$ cat config.mk
export PLATFORM = sky130hd
export DESIGN_NAME = adc_rate_sleep_ctrl
export DESIGN_NICKNAME = d
export VERILOG_FILES = /design/src/core/adc_rate_pkg.sv /design/src/core/osc_source_detect.sv /design/src/core/sample_tick_gen.sv /design/src/core/adc_rate_sleep_ctrl.sv
export SDC_FILE = /design/constraint.sdc
export NUM_CORES = 1
export LEC_CHECK = 0
export ABC_CLOCK_PERIOD_IN_PS = 8109
export BUFFER_PORTS_ARGS = -buffer_cell sky130_fd_sc_hd__buf_4
export CAP_MARGIN = 40
export CORE_MARGIN = 2
export CORE_UTILIZATION = 50
export CTS_CLUSTER_SIZE = 14
export DETAILED_ROUTE_END_ITERATION = 8
export PLACE_DENSITY = 0.66
export SLEW_MARGIN = 20
export SYNTH_ARGS = -nofsm -noshare
export SYNTH_HDL_FRONTEND = slang
export SYNTH_SLANG_ARGS = --single-unit
$ cat constraint.sdc
create_clock -name clk -period 8.11 [get_ports clk]
set_input_delay 1.622 -clock clk [delete_from_list [all_inputs] [get_ports clk]]
set_output_delay 1.622 -clock clk [all_outputs]
set_load 0.01 [all_outputs]
$ cat src/core/adc_rate_pkg.sv
// Constants, types and helpers for the converter rate and sleep controller
//
// How it works
// - Oversample ratio spans 64 up to 32768
// - Notch at sample rate over ratio
// - Pin grounded: internal 1.8MHz modulator clock
// - Results arrive at one eighth notch rate
// - External clock on pin divided by five
// - Ratio changes filter only, not sample rate
// - Ten power-of-two ratio steps
// - Config input high forces ratio 32768
// - Ratio 64 conversion takes about 0.285ms
// - Sleep entered automatically after each conversion
// - Sleep holds while chip select high, idle
// - Busy and done_n high converting, low asleep
package adc_rate_pkg;

    // ========================================
    // Clocking
    localparam int CLK_HZ = 40_000_000;
    localparam int CLK_PERIOD_NS = 25;
    localparam int INT_OSC_HZ = 1_800_000;
    localparam int PHASE_W = 26;
    localparam logic [PHASE_W-1:0] PHASE_MOD = PHASE_W'(CLK_HZ);
    localparam logic [PHASE_W-1:0] PHASE_STEP = PHASE_W'(INT_OSC_HZ);
    localparam int EXT_DIV = 5;
    localparam logic [2:0] EXT_DIV_LAST = 3'(EXT_DIV - 1);
    localparam int EXT_TIMEOUT_NS = 20_000;
    localparam int EXT_TIMEOUT_CYC = EXT_TIMEOUT_NS / CLK_PERIOD_NS;
    localparam int TMO_W = 12;

    // ========================================
    // Filter
    localparam int CODE_W = 4;
    localparam logic [CODE_W-1:0] CODE_MAX = 4'h9;
    localparam int OSR_MIN_LOG2 = 6;
    localparam int OUT_DIV_LOG2 = 3;
    localparam int CNT_W = 19;
    localparam int SUM_W = 16;
    localparam int RESULT_W = 24;
    localparam int FULL_SCALE_LOG2 = 23;
    localparam int STAT_W = 16;

    // ========================================
    // Register map (byte addresses)
    localparam int ADDR_W = 5;
    localparam logic [ADDR_W-1:0] REG_CTRL = 5'h00;
    localparam logic [ADDR_W-1:0] REG_STATUS = 5'h04;
    localparam logic [ADDR_W-1:0] REG_RESULT = 5'h08;
    localparam logic [ADDR_W-1:0] REG_RATIO = 5'h0C;
    localparam logic [ADDR_W-1:0] REG_COUNT = 5'h10;
    localparam logic [CODE_W-1:0] CTRL_RESET = 4'h0;

    typedef enum logic [1:0]
    {
        ST_CONVERT = 2'b00,
        ST_SLEEP = 2'b01,
        ST_READOUT = 2'b10
    } conv_state_t;

    // Ratio for a step code
    function automatic logic [CNT_W-1:0] osr_of(input logic [CODE_W-1:0] code);
        osr_of = CNT_W'(1) << (OSR_MIN_LOG2 + 32'(code));
    endfunction : osr_of

    // Left shift that brings a window sum to full scale
    function automatic logic [4:0] scale_shift(input logic [CODE_W-1:0] code);
        scale_shift = 5'(FULL_SCALE_LOG2 - OSR_MIN_LOG2) - 5'(code);
    endfunction : scale_shift

endpackage : adc_rate_pkg

$ cat src/core/osc_source_detect.sv
// Detects whether an external clock is toggling the oscillator select pin
`timescale 1ns/1ps
`default_nettype none
module osc_source_detect #(
    parameter int TIMEOUT_CYC = adc_rate_pkg::EXT_TIMEOUT_CYC
) (
    // Clock and reset
    input wire logic clk,
    input wire logic rst_n,
    // Pin
    input wire logic osc_source_pin,
    // Result
    output logic ext_active,
    output logic ext_rise
);
    logic pin_r;
    logic [adc_rate_pkg::TMO_W-1:0] tmo_r;
    logic active_r;

    assign ext_rise = osc_source_pin & ~pin_r;
    assign ext_active = active_r;

    always_ff @(posedge clk or negedge rst_n)
    begin
        if (!rst_n)
            pin_r <= 1'b0;
        else
            pin_r <= osc_source_pin;
    end

    // A pin held low or high has no edges and falls back to the oscillator
    always_ff @(posedge clk or negedge rst_n)
    begin
        if (!rst_n)
        begin
            tmo_r <= '0;
            active_r <= 1'b0;
        end
        else if (ext_rise)
        begin
            tmo_r <= adc_rate_pkg::TMO_W'(TIMEOUT_CYC);
            active_r <= 1'b1;
        end
        else if (tmo_r != '0)
            tmo_r <= tmo_r - 1'b1;
        else
            active_r <= 1'b0;
    end
endmodule : osc_source_detect
`default_nettype wire

$ cat src/core/sample_tick_gen.sv
// Modulator sample strobe from the internal oscillator or the external clock
`timescale 1ns/1ps
`default_nettype none
module sample_tick_gen (
    // Clock and reset
    input wire logic clk,
    input wire logic rst_n,
    // Source
    input wire logic ext_active,
    input wire logic ext_rise,
    // Strobe
    output logic sample_tick
);
    logic [adc_rate_pkg::PHASE_W-1:0] phase_r;
    logic [adc_rate_pkg::PHASE_W-1:0] phase_sum;
    logic [2:0] div_r;
    logic int_tick;

    assign phase_sum = phase_r + adc_rate_pkg::PHASE_STEP;
    assign int_tick = phase_sum >= adc_rate_pkg::PHASE_MOD;
    assign sample_tick = ext_active
        ? (ext_rise && div_r == adc_rate_pkg::EXT_DIV_LAST)
        : int_tick;

    // Fractional divider gives 1.8MHz on average from 40MHz
    always_ff @(posedge clk or negedge rst_n)
    begin
        if (!rst_n)
            phase_r <= '0;
        else if (int_tick)
            phase_r <= phase_sum - adc_rate_pkg::PHASE_MOD;
        else
            phase_r <= phase_sum;
    end

    always_ff @(posedge clk or negedge rst_n)
    begin
        if (!rst_n)
            div_r <= '0;
        else if (!ext_active)
            div_r <= '0;
        else if (ext_rise)
            div_r <= (div_r == adc_rate_pkg::EXT_DIV_LAST) ? 3'h0 : div_r + 3'h1;
    end
endmodule : sample_tick_gen
`default_nettype wire

$ cat src/core/adc_rate_sleep_ctrl.sv
// Conversion timing, decimation and autosleep control with Avalon-MM registers
//
// Local design decisions: the register addresses and register access over Avalon-MM.
`timescale 1ns/1ps
`default_nettype none
module adc_rate_sleep_ctrl #(
    parameter int EXT_TIMEOUT_CYC = adc_rate_pkg::EXT_TIMEOUT_CYC
) (
    // Clock and reset
    input wire logic clk,
    input wire logic rst_n,
    // Avalon-MM slave
    input wire logic [adc_rate_pkg::ADDR_W-1:0] address,
    input wire logic read,
    input wire logic write,
    input wire logic [31:0] writedata,
    output logic [31:0] readdata,
    output logic waitrequest,
    // Converter pins and modulator
    input wire logic osc_source_pin,
    input wire logic serial_config_in,
    input wire logic cs_n,
    input wire logic mod_bit,
    // Readout engine
    input wire logic shift_active,
    input wire logic readout_done,
    // Status and data
    output logic busy,
    output logic conv_done_n,
    output logic [adc_rate_pkg::RESULT_W-1:0] result,
    output logic ext_clock_active
);

    // ========================================
    // Sample clock source
    logic ext_active;
    logic ext_rise;
    logic sample_tick;

    osc_source_detect #(
        .TIMEOUT_CYC(EXT_TIMEOUT_CYC)
    ) u_detect (
        .clk(clk),
        .rst_n(rst_n),
        .osc_source_pin(osc_source_pin),
        .ext_active(ext_active),
        .ext_rise(ext_rise)
    );

    // One strobe source for every ratio keeps the sample rate fixed
    sample_tick_gen u_tick (
        .clk(clk),
        .rst_n(rst_n),
        .ext_active(ext_active),
        .ext_rise(ext_rise),
        .sample_tick(sample_tick)
    );

    assign ext_clock_active = ext_active;

    // ========================================
    // State and registers
    adc_rate_pkg::conv_state_t state_r;
    adc_rate_pkg::conv_state_t state_nxt;
    logic [adc_rate_pkg::CODE_W-1:0] ctrl_code_r;
    logic [adc_rate_pkg::CODE_W-1:0] act_code_r;
    logic [adc_rate_pkg::CODE_W-1:0] sel_code;
    logic [adc_rate_pkg::CNT_W-1:0] sample_cnt_r;
    logic [adc_rate_pkg::CNT_W-1:0] oversample_ratio;
    logic [adc_rate_pkg::CNT_W-1:0] conv_last;
    logic [adc_rate_pkg::SUM_W-1:0] sum_r;
    logic [adc_rate_pkg::SUM_W-1:0] sum_in;
    logic [adc_rate_pkg::RESULT_W-1:0] result_r;
    logic [adc_rate_pkg::STAT_W-1:0] conv_count_r;
    logic window_start;
    logic conv_end;
    logic busy_r;
    logic ack_r;
    logic [31:0] readdata_r;
    logic [31:0] rd_mux;

    // ========================================
    // Ratio selection
    // Config pin high overrides the programmed step
    assign sel_code = serial_config_in ? adc_rate_pkg::CODE_MAX : ctrl_code_r;

    // The ratio is frozen for the whole conversion, so a mid-conversion
    // write only affects the next one
    always_ff @(posedge clk or negedge rst_n)
    begin
        if (!rst_n)
            act_code_r <= adc_rate_pkg::CTRL_RESET;
        else if (state_r != adc_rate_pkg::ST_CONVERT)
            act_code_r <= sel_code;
    end

    assign oversample_ratio = adc_rate_pkg::osr_of(act_code_r);

    // Eight filter windows per result: output rate is notch over eight
    assign conv_last = (oversample_ratio << adc_rate_pkg::OUT_DIV_LOG2) - 1'b1;
    // At ratio 64 and 1.8MHz this is 512 samples, about 0.285ms
    assign conv_end = sample_tick && sample_cnt_r == conv_last;

    // ========================================
    // Decimation filter
    // Window of length ratio: boxcar with nulls at rate/ratio and multiples
    assign window_start = (sample_cnt_r & (oversample_ratio - 1'b1)) == '0;
    assign sum_in = window_start ? adc_rate_pkg::SUM_W'(mod_bit)
                                 : sum_r + adc_rate_pkg::SUM_W'(mod_bit);

    always_ff @(posedge clk or negedge rst_n)
    begin
        if (!rst_n)
            sample_cnt_r <= '0;
        else if (state_r != adc_rate_pkg::ST_CONVERT)
            sample_cnt_r <= '0;
        else if (sample_tick)
            sample_cnt_r <= sample_cnt_r + 1'b1;
    end

    always_ff @(posedge clk or negedge rst_n)
    begin
        if (!rst_n)
            sum_r <= '0;
        else if (state_r == adc_rate_pkg::ST_CONVERT && sample_tick)
            sum_r <= sum_in;
    end

    // Result is the final window scaled to full scale; earlier windows settle
    always_ff @(posedge clk or negedge rst_n)
    begin
        if (!rst_n)
            result_r <= '0;
        else if (state_r == adc_rate_pkg::ST_CONVERT && conv_end)
            result_r <= adc_rate_pkg::RESULT_W'(sum_in)
                        << adc_rate_pkg::scale_shift(act_code_r);
    end

    assign result = result_r;

    always_ff @(posedge clk or negedge rst_n)
    begin
        if (!rst_n)
            conv_count_r <= '0;
        else if (state_r == adc_rate_pkg::ST_CONVERT && conv_end)
            conv_count_r <= conv_count_r + 1'b1;
    end

    // ========================================
    // Conversion and sleep sequence
    always_comb
    begin
        state_nxt = state_r;
        case (state_r)
            adc_rate_pkg::ST_CONVERT:
            begin
                if (conv_end)
                    state_nxt = adc_rate_pkg::ST_SLEEP;
            end
            adc_rate_pkg::ST_SLEEP:
            begin
                // Chip select high or no clocking keeps the part asleep
                if (!cs_n && shift_active)
                    state_nxt = adc_rate_pkg::ST_READOUT;
            end
            adc_rate_pkg::ST_READOUT:
            begin
                // Finishing or aborting readout starts the next conversion
                if (readout_done || cs_n)
                    state_nxt = adc_rate_pkg::ST_CONVERT;
            end
            default:
            begin
                state_nxt = adc_rate_pkg::ST_CONVERT;
            end
        endcase
    end

    always_ff @(posedge clk or negedge rst_n)
    begin
        if (!rst_n)
            state_r <= adc_rate_pkg::ST_CONVERT;
        else
            state_r <= state_nxt;
    end

    always_ff @(posedge clk or negedge rst_n)
    begin
        if (!rst_n)
            busy_r <= 1'b1;
        else
            busy_r <= state_nxt == adc_rate_pkg::ST_CONVERT;
    end

    // Busy stays low through readout until the next conversion starts
    assign busy = busy_r;
    assign conv_done_n = busy_r;

    // ========================================
    // Avalon-MM slave
    // Every access takes one wait state; the answer is on the second edge
    assign waitrequest = (read | write) & ~ack_r;

    always_ff @(posedge clk or negedge rst_n)
    begin
        if (!rst_n)
            ack_r <= 1'b0;
        else
            ack_r <= (read | write) & ~ack_r;
    end

    always_comb
    begin
        rd_mux = 32'h0000_0000;
        case (address)
            adc_rate_pkg::REG_CTRL:
                rd_mux = 32'(ctrl_code_r);
            adc_rate_pkg::REG_STATUS:
                rd_mux = {26'h000_0000, serial_config_in, busy_r,
                          ext_active, act_code_r == adc_rate_pkg::CODE_MAX,
                          state_r};
            adc_rate_pkg::REG_RESULT:
                rd_mux = 32'(result_r);
            adc_rate_pkg::REG_RATIO:
                rd_mux = 32'(oversample_ratio);
            adc_rate_pkg::REG_COUNT:
                rd_mux = 32'(conv_count_r);
            default:
                rd_mux = 32'h0000_0000;
        endcase
    end

    always_ff @(posedge clk or negedge rst_n)
    begin
        if (!rst_n)
            readdata_r <= 32'h0000_0000;
        else if (read && !ack_r)
            readdata_r <= rd_mux;
    end

    assign readdata = readdata_r;

    // Out-of-range steps clamp to the largest ratio
    always_ff @(posedge clk or negedge rst_n)
    begin
        if (!rst_n)
            ctrl_code_r <= adc_rate_pkg::CTRL_RESET;
        else if (write && ack_r && address == adc_rate_pkg::REG_CTRL)
        begin
            if (writedata[adc_rate_pkg::CODE_W-1:0] > adc_rate_pkg::CODE_MAX)
                ctrl_code_r <= adc_rate_pkg::CODE_MAX;
            else
                ctrl_code_r <= writedata[adc_rate_pkg::CODE_W-1:0];
        end
    end

endmodule : adc_rate_sleep_ctrl
`default_nettype wire

# Yosys cells after proc, flatten, opt, wreduce, memory -nomap -nowiden
# Cells that the tools add are included.
# totals
word_cells,85
ff_bits,162
output_inout_bits,60
input_bits,47
# classes
n_mux,19
n_eq_ne,11
order_cmp,2
add_sub_neg,11
reduce_logical,19
n_shift,2
bitwise_logic,6
# op_table
op,count
case mux 24 bit (5 select lines),1
2-to-1 mux 19 bit,2
subtractor 19 x 1 -> 19 bit (second input constant),2
adder 26 x 21 -> 26 bit (second input constant),1
>= comparator 26 bit (second input constant),1
2-to-1 mux 26 bit,1
subtractor 26 bit (second input constant),1
2-to-1 mux 12 bit,2
left shift 16 x 5 -> 24 bit,1
adder 19 x 1 -> 19 bit (second input constant),1
bitwise AND 19 bit,1
== test 19 bit,1
zero test 19 bit,1
left shift 1 x 5 -> 19 bit (first input constant),1
adder 16 x 1 -> 16 bit,1
adder 16 x 1 -> 16 bit (second input constant),1
2-to-1 mux 16 bit,1
nonzero test 12 bit,1
subtractor 12 x 1 -> 12 bit (second input constant),1
== test 5 x 4 -> 1 bit (second input constant),2
2-to-1 mux 3 bit,3
logical AND 1 bit,8
2-to-1 mux 4 bit,2
2-to-1 mux 2 bit,3
21 further kinds,30

# Longest topological paths before layout
# logic_depth
ltp_word,8
depth_mapped,23
mapped_depth_nobuf,15

# Modules after synthesis
# A second synthesis with hierarchy kept.
# unflattened
hier_cells,1244
area_unflattened_um2,10490.1
# modules_own_cells
module,cells_per_inst,area_per_inst_um2,instances
adc_rate_sleep_ctrl,938,7742.4,1
sample_tick_gen,227,1986.9,1
osc_source_detect,79,760.7,1

# Least setup slack after synthesis
# OpenSTA, ideal clock, no wires.
# synth_path
kind,reg2reg
start,register act_code_r[1] (netlist bit)
end,"register result_r, in the netlist result[10]"
setup_slack_ps,2973
required_time_ps,7983
setup_ps,127
arrival_ps,5010
stages_incl_launch_ff,21
n_path_buf,8
period_less_slack_ps,5137
path_cell_list,dfrtp_1 > inv_1 > clkbuf_1 > buf_1 > ha_1 > clkbuf_1 > buf_2 > buf_2 > buf_1 > nand3_1 > or2_2 > ha_1 > clkbuf_1 > nor3_1 > o2bb2ai_1 > xnor2_1 > and4_1 > nand4_1 > nor3_4 > buf_6 > mux2_1
# synth_between
elab_chain_len,7
elab_cells_between_ends,12
# synth_rtl
item,line,text
from (decl),adc_rate_sleep_ctrl.sv:66,logic [adc_rate_pkg::CODE_W-1:0] act_code_r;
from (signal assigned),adc_rate_sleep_ctrl.sv:92,act_code_r <= adc_rate_pkg::CTRL_RESET;
from (signal assigned),adc_rate_sleep_ctrl.sv:94,act_code_r <= sel_code;
adder 3 x 4 -> 5 bit,adc_rate_pkg.sv:63,osr_of = CNT_W'(1) << (OSR_MIN_LOG2 + 32'(code));
left shift 1 x 5 -> 19 bit,adc_rate_pkg.sv:63,
subtractor 19 x 1 -> 19 bit,adc_rate_sleep_ctrl.sv:107,assign window_start = (sample_cnt_r & (oversample_ratio - 1'b1)) == '0;
bitwise AND 19 bit,adc_rate_sleep_ctrl.sv:107,
zero test 19 bit,adc_rate_sleep_ctrl.sv:107,
2-to-1 mux 16 bit,adc_rate_sleep_ctrl.sv:108,assign sum_in = window_start ? adc_rate_pkg::SUM_W'(mod_bit)
left shift 16 x 5 -> 24 bit,adc_rate_sleep_ctrl.sv:135,result_r <= adc_rate_pkg::RESULT_W'(sum_in)
to (signal assigned),adc_rate_sleep_ctrl.sv:135,
to (decl),adc_rate_sleep_ctrl.sv:73,logic [adc_rate_pkg::RESULT_W-1:0] result_r;
# Parallel ways exist; a longest one is shown, timed or not.
# A chain may end at the register's enable or synchronous reset.

# Worst setup path in the final report
# layout_path
start,register act_code_r[2] (netlist bit)
end,"register result_r, in the netlist result[15]"
# The elaborated chain is that of the path after synthesis.

==> flow_metrics.py <==
metrics = {
    "synth": {
        "post_synthesis_area_per_instance_um2": 8.35,
        "sequential_element_share_of_the_synthesized_area": 0.363,
        "synth.area.top_cells": "dfrtp_1 (36%), nand2_1 (5.4%), xnor2_1 (5.3%), nor2_1 (4.5%), o21ai_0 (4.2%)",
        "synth-warning-count": 0,
        "netlist_top_cells_count": "dfrtp_1 (147), nand2_1 (147), nor2_1 (123), o21ai_0 (85), a21oi_1 (63)",
        "ys_ff_latch": 148,
        "syn_area_mm2": 0.0102,
        "synthDistinctLibCells": 94,
        "ys_async_sr_fraction": 1.00,
        "synth.largest_area_cell": "dfrtp_1",
        "primary_ff_master_synth": "dfrtp_1",
        "syn_inst": 1221,
        "synth_enable_flop_cells": 0,
        "synth_largest_type_area_fraction": 0.361,
    },
    "drt": {
        "routed_via_density": 6.23,
        "detail_route.wirelength_um": 29400,
        "tritonroute_pass_1_iters": 5,
        "drt-met1-wl_um": 13800,
        "topRoutingLayerUsed": "met4",
        "route.vias.total": 9471,
        "wl_met2_um": 13000,
        "detailedRoute.firstIterationViolations": 930,
        "route.met3.wl_um": 1950,
        "post_drt_wl_per_cell_um": 19.4,
        "postRouteAntennaNets": 0,
        "route.detailed.drc": 0,
    },
    "setup_path": {
        "reg2reg_from": "act_code_r[2]",
        "cp_common_cell": "inv_1",
        "critPathArrivalTime_ns": 6.10,
        "cp.buffers_inverters": 3,
        "worst-r2r-cell-count": 15,
        "rrSetupSlack_ns": 2.31,
        "cp_slowest_stage_delay_ns": 0.76,
        "critical_path.endpoint_type": "flop",
        "critPathSlowestCell": "mux2i_1",
        "crit_path_cell_chain": "inv_1 > ha_2 > buf_4 > nand3_1 > or2_2 > ha_1 > inv_1 > xnor2_1 > a311oi_1 > nand4_1 > nor2_2 > mux2i_1 > o21ai_0 > a32oi_1 > a21oi_1",
        "r2r-end": "result[15]",
        "critical_path.max_fanout": 58,
        "worstSetupPathType": "flop to flop",
        "critical-path-top-delay-family": "simple AND/OR/NAND/NOR gates",
        "critical_path.startpoint_type": "flop",
        "timing.critical_path.required_ns": 8.42,
    },
    "timing": {
        "timing.final.max_slew_violations": 0,
        "tightestPinTransition_ns": 0.808,
        "timing.setup.tns_ns": 0,
        "final.period_utilization": 0.715,
        "achievable-frequency_ghz": 0.172,
        "maxSlewHeadroom": 0.446,
        "finalSetupViolCount": 0,
        "rsz0062_at_grt": "false",
        "min_period_ns": 5.80,
        "hold_violations": 0,
        "finClkSkew_ns": 0.0112,
    },
    "floorplan": {
        "std_cell_rows": 52,
        "start_util": 0.507,
        "die_y_um": 147,
        "boundaryPins": 107,
        "chipWidth_um": 147,
        "fp.dieArea_mm2": 0.0215,
        "core_area_mm2": 0.0201,
    },
    "placed_design": {
        "placement.cell_area_mm2": 0.0108,
        "dp_hpwl_um": 20800,
        "place.gp.congestion": 0.930,
        "port_buffers": 70,
    },
    "cts": {
        "hold_buffers": 0,
        "cts.repair_timing.setup_buffer_count": 0,
        "tritoncts_clock_tree": "built",
        "ctsResizeCount": 0,
        "cts_htree_levels": 4,
        "worst_setup_hold_path_clk_slew_ns": 0.07,
        "max-clock-path-buffers": 2,
        "cts_bufs_inserted": 17,
        "clock-sinks": 148,
        "clock_latency_at_the_later_pin_of_the_worst_skew_pair_ns": 0.44,
        "clockRootBuffer": "clkbuf_16",
    },
    "grt": {
        "grt_first_pass_wirelength_um": 47500,
        "globalRouteOverflowTotal": 0,
        "grt_pass1_vias": 8551,
        "grt_antenna_before_repair": 0,
        "gr-usage-all-layers": 0.276,
        "maximum_number_of_pins_on_one_net_before_global_route_repair": 81,
    },
    "hold_path": {
        "min_delay_worst_endpoint": "ack_r",
        "holdPathStages": 1,
        "hold_path.startpoint": "ack_r",
        "hp-class": "flop to flop",
    },
    "finish": {
        "num_antenna_cells": 0,
        "design.final.nets": 1296,
        "post_route_cells_drive_above_1_share": 0.128,
        "fin_area_mm2": 0.0114,
        "synthToLayoutAreaGrowth_pct": 11.9,
    },
    "power_and_ir_drop": {
        "ir_drop_v": 0.000150,
        "leakage_power_nw": 4.65,
        "power_density_mw_per_mm2": 162,
    },
    "run": {
        "timing.max_cap.violations": 0,
    },
    "outcome": {
        "outcome": "complete, no violations",
    },
}
## metrics by stage
stage	hold slack [ns]	total power (W)	std cells	utilization	setup WS [ns]
2_1_floorplan	0.447	0.000949	1228	-	2.97
5_1_grt	0.493	0.00193	1521	0.568	1.90
3_5_place_dp	0.452	0.00102	1489	0.537	2.43
3_3_place_gp	0.440	0.00101	1485	0.534	2.29
4_1_cts	0.463	0.00186	1521	0.568	2.43
6_report	0.459	0.00185	1521	0.568	2.31
## final cells by class
cell class	instances	area (um^2)
fill	1849	8690
timing repair buffer	84	662
tap	270	338
clock inverter	14	180
sequential	148	3700
clock buffer	18	439
inverter	34	128
multi-input combinational	953	5960
## cell usage in the layout, fill, tap and decap left out, types with 7 or more instances in the layout
cell and count:
nor3b_1 7, clkbuf_16 17, mux2i_1 16, a22o_1 8, o21a_1 11, o21ai_1 7
nand4_1 33, and3_1 16, or2_2 7, nand2_1 147, nor4_1 11, nor2b_1 9
o21ai_0 85, dfrtp_1 147, and2_1 9, a222oi_1 13, conb_1 8, mux2_2 13
a21oi_1 63, nand3_1 36, o41ai_1 8, xor2_1 31, o31ai_1 7, nor2_1 123
and4_1 7, a22oi_1 7, xnor2_1 62, o211ai_1 16, inv_1 32, ha_1 10
buf_4 81, or3_1 11, nor3_1 43, a31oi_1 9
## state kept, by name, indices dropped and copies added, names as in the netlist
register             count
busy                     1
result                  24
act_code_r               4
sample_cnt_r            19
u_detect.tmo_r          12
conv_count_r            16
u_tick.div_r             3
u_tick.phase_r          20
u_detect.pin_r           1
u_detect.ext_active      1
readdata                24
sum_r                   16
ctrl_code_r              4
ack_r                    1
state_r                  2
## how the worst max path moves through the flow
stage / startpoint / endpoint / depth (start not counted)
floorplan: act_code_r[1] / result[10] / 20
global placement: act_code_r[2] / result[4] / 14
detailed placement: act_code_r[2] / result[4] / 15
CTS: act_code_r[2] / result[4] / 15
global route: act_code_r[2] / result[15] / 15
finish: act_code_r[2] / result[15] / 15
## cells by family (layout without fill, tap and decap cells)
family | count (synthesis) | count (layout) | synth area share
buf+inv | 127 | 150 | 0.0554
simple gates | 493 | 493 | 0.239
xor+xnor | 93 | 93 | 0.0799
other cells | 1 | 8 | 0.000368
flops | 148 | 148 | 0.363
mux | 30 | 30 | 0.0312
compound gates | 318 | 318 | 0.218
fa+ha+maj | 11 | 11 | 0.0135
## report_power, final
group          leakage (nW)  total (W)  switching, W  internal, W
clock network         0.305   0.000845      0.000368     0.000477
logic                  2.45   0.000190      0.000116    0.0000734
registers              1.90   0.000815     0.0000385     0.000777
## routing by layer
layer / up-vias / global-route usage
met1: 4565 / 0.414
met2: 390 / 0.407
met5: - / 0
met4: 0 / 0.0976
li1: 4465 / -
met3: 51 / 0.0382
## worst register-to-register path, delay by kind of cell, from the launching register on
kind / cells / cell delay, ns
AOI/OAI and AO/OA: 4 / 0.98
adders and majority gates: 2 / 0.86
DFF: 1 / 0.71
xor gates and xnor gates: 1 / 0.12
buffers and inverters: 3 / 0.94
muxes: 1 / 0.76
and+or+nand+nor: 4 / 1.31
Note: power is estimated with default switching activity, not from simulation.
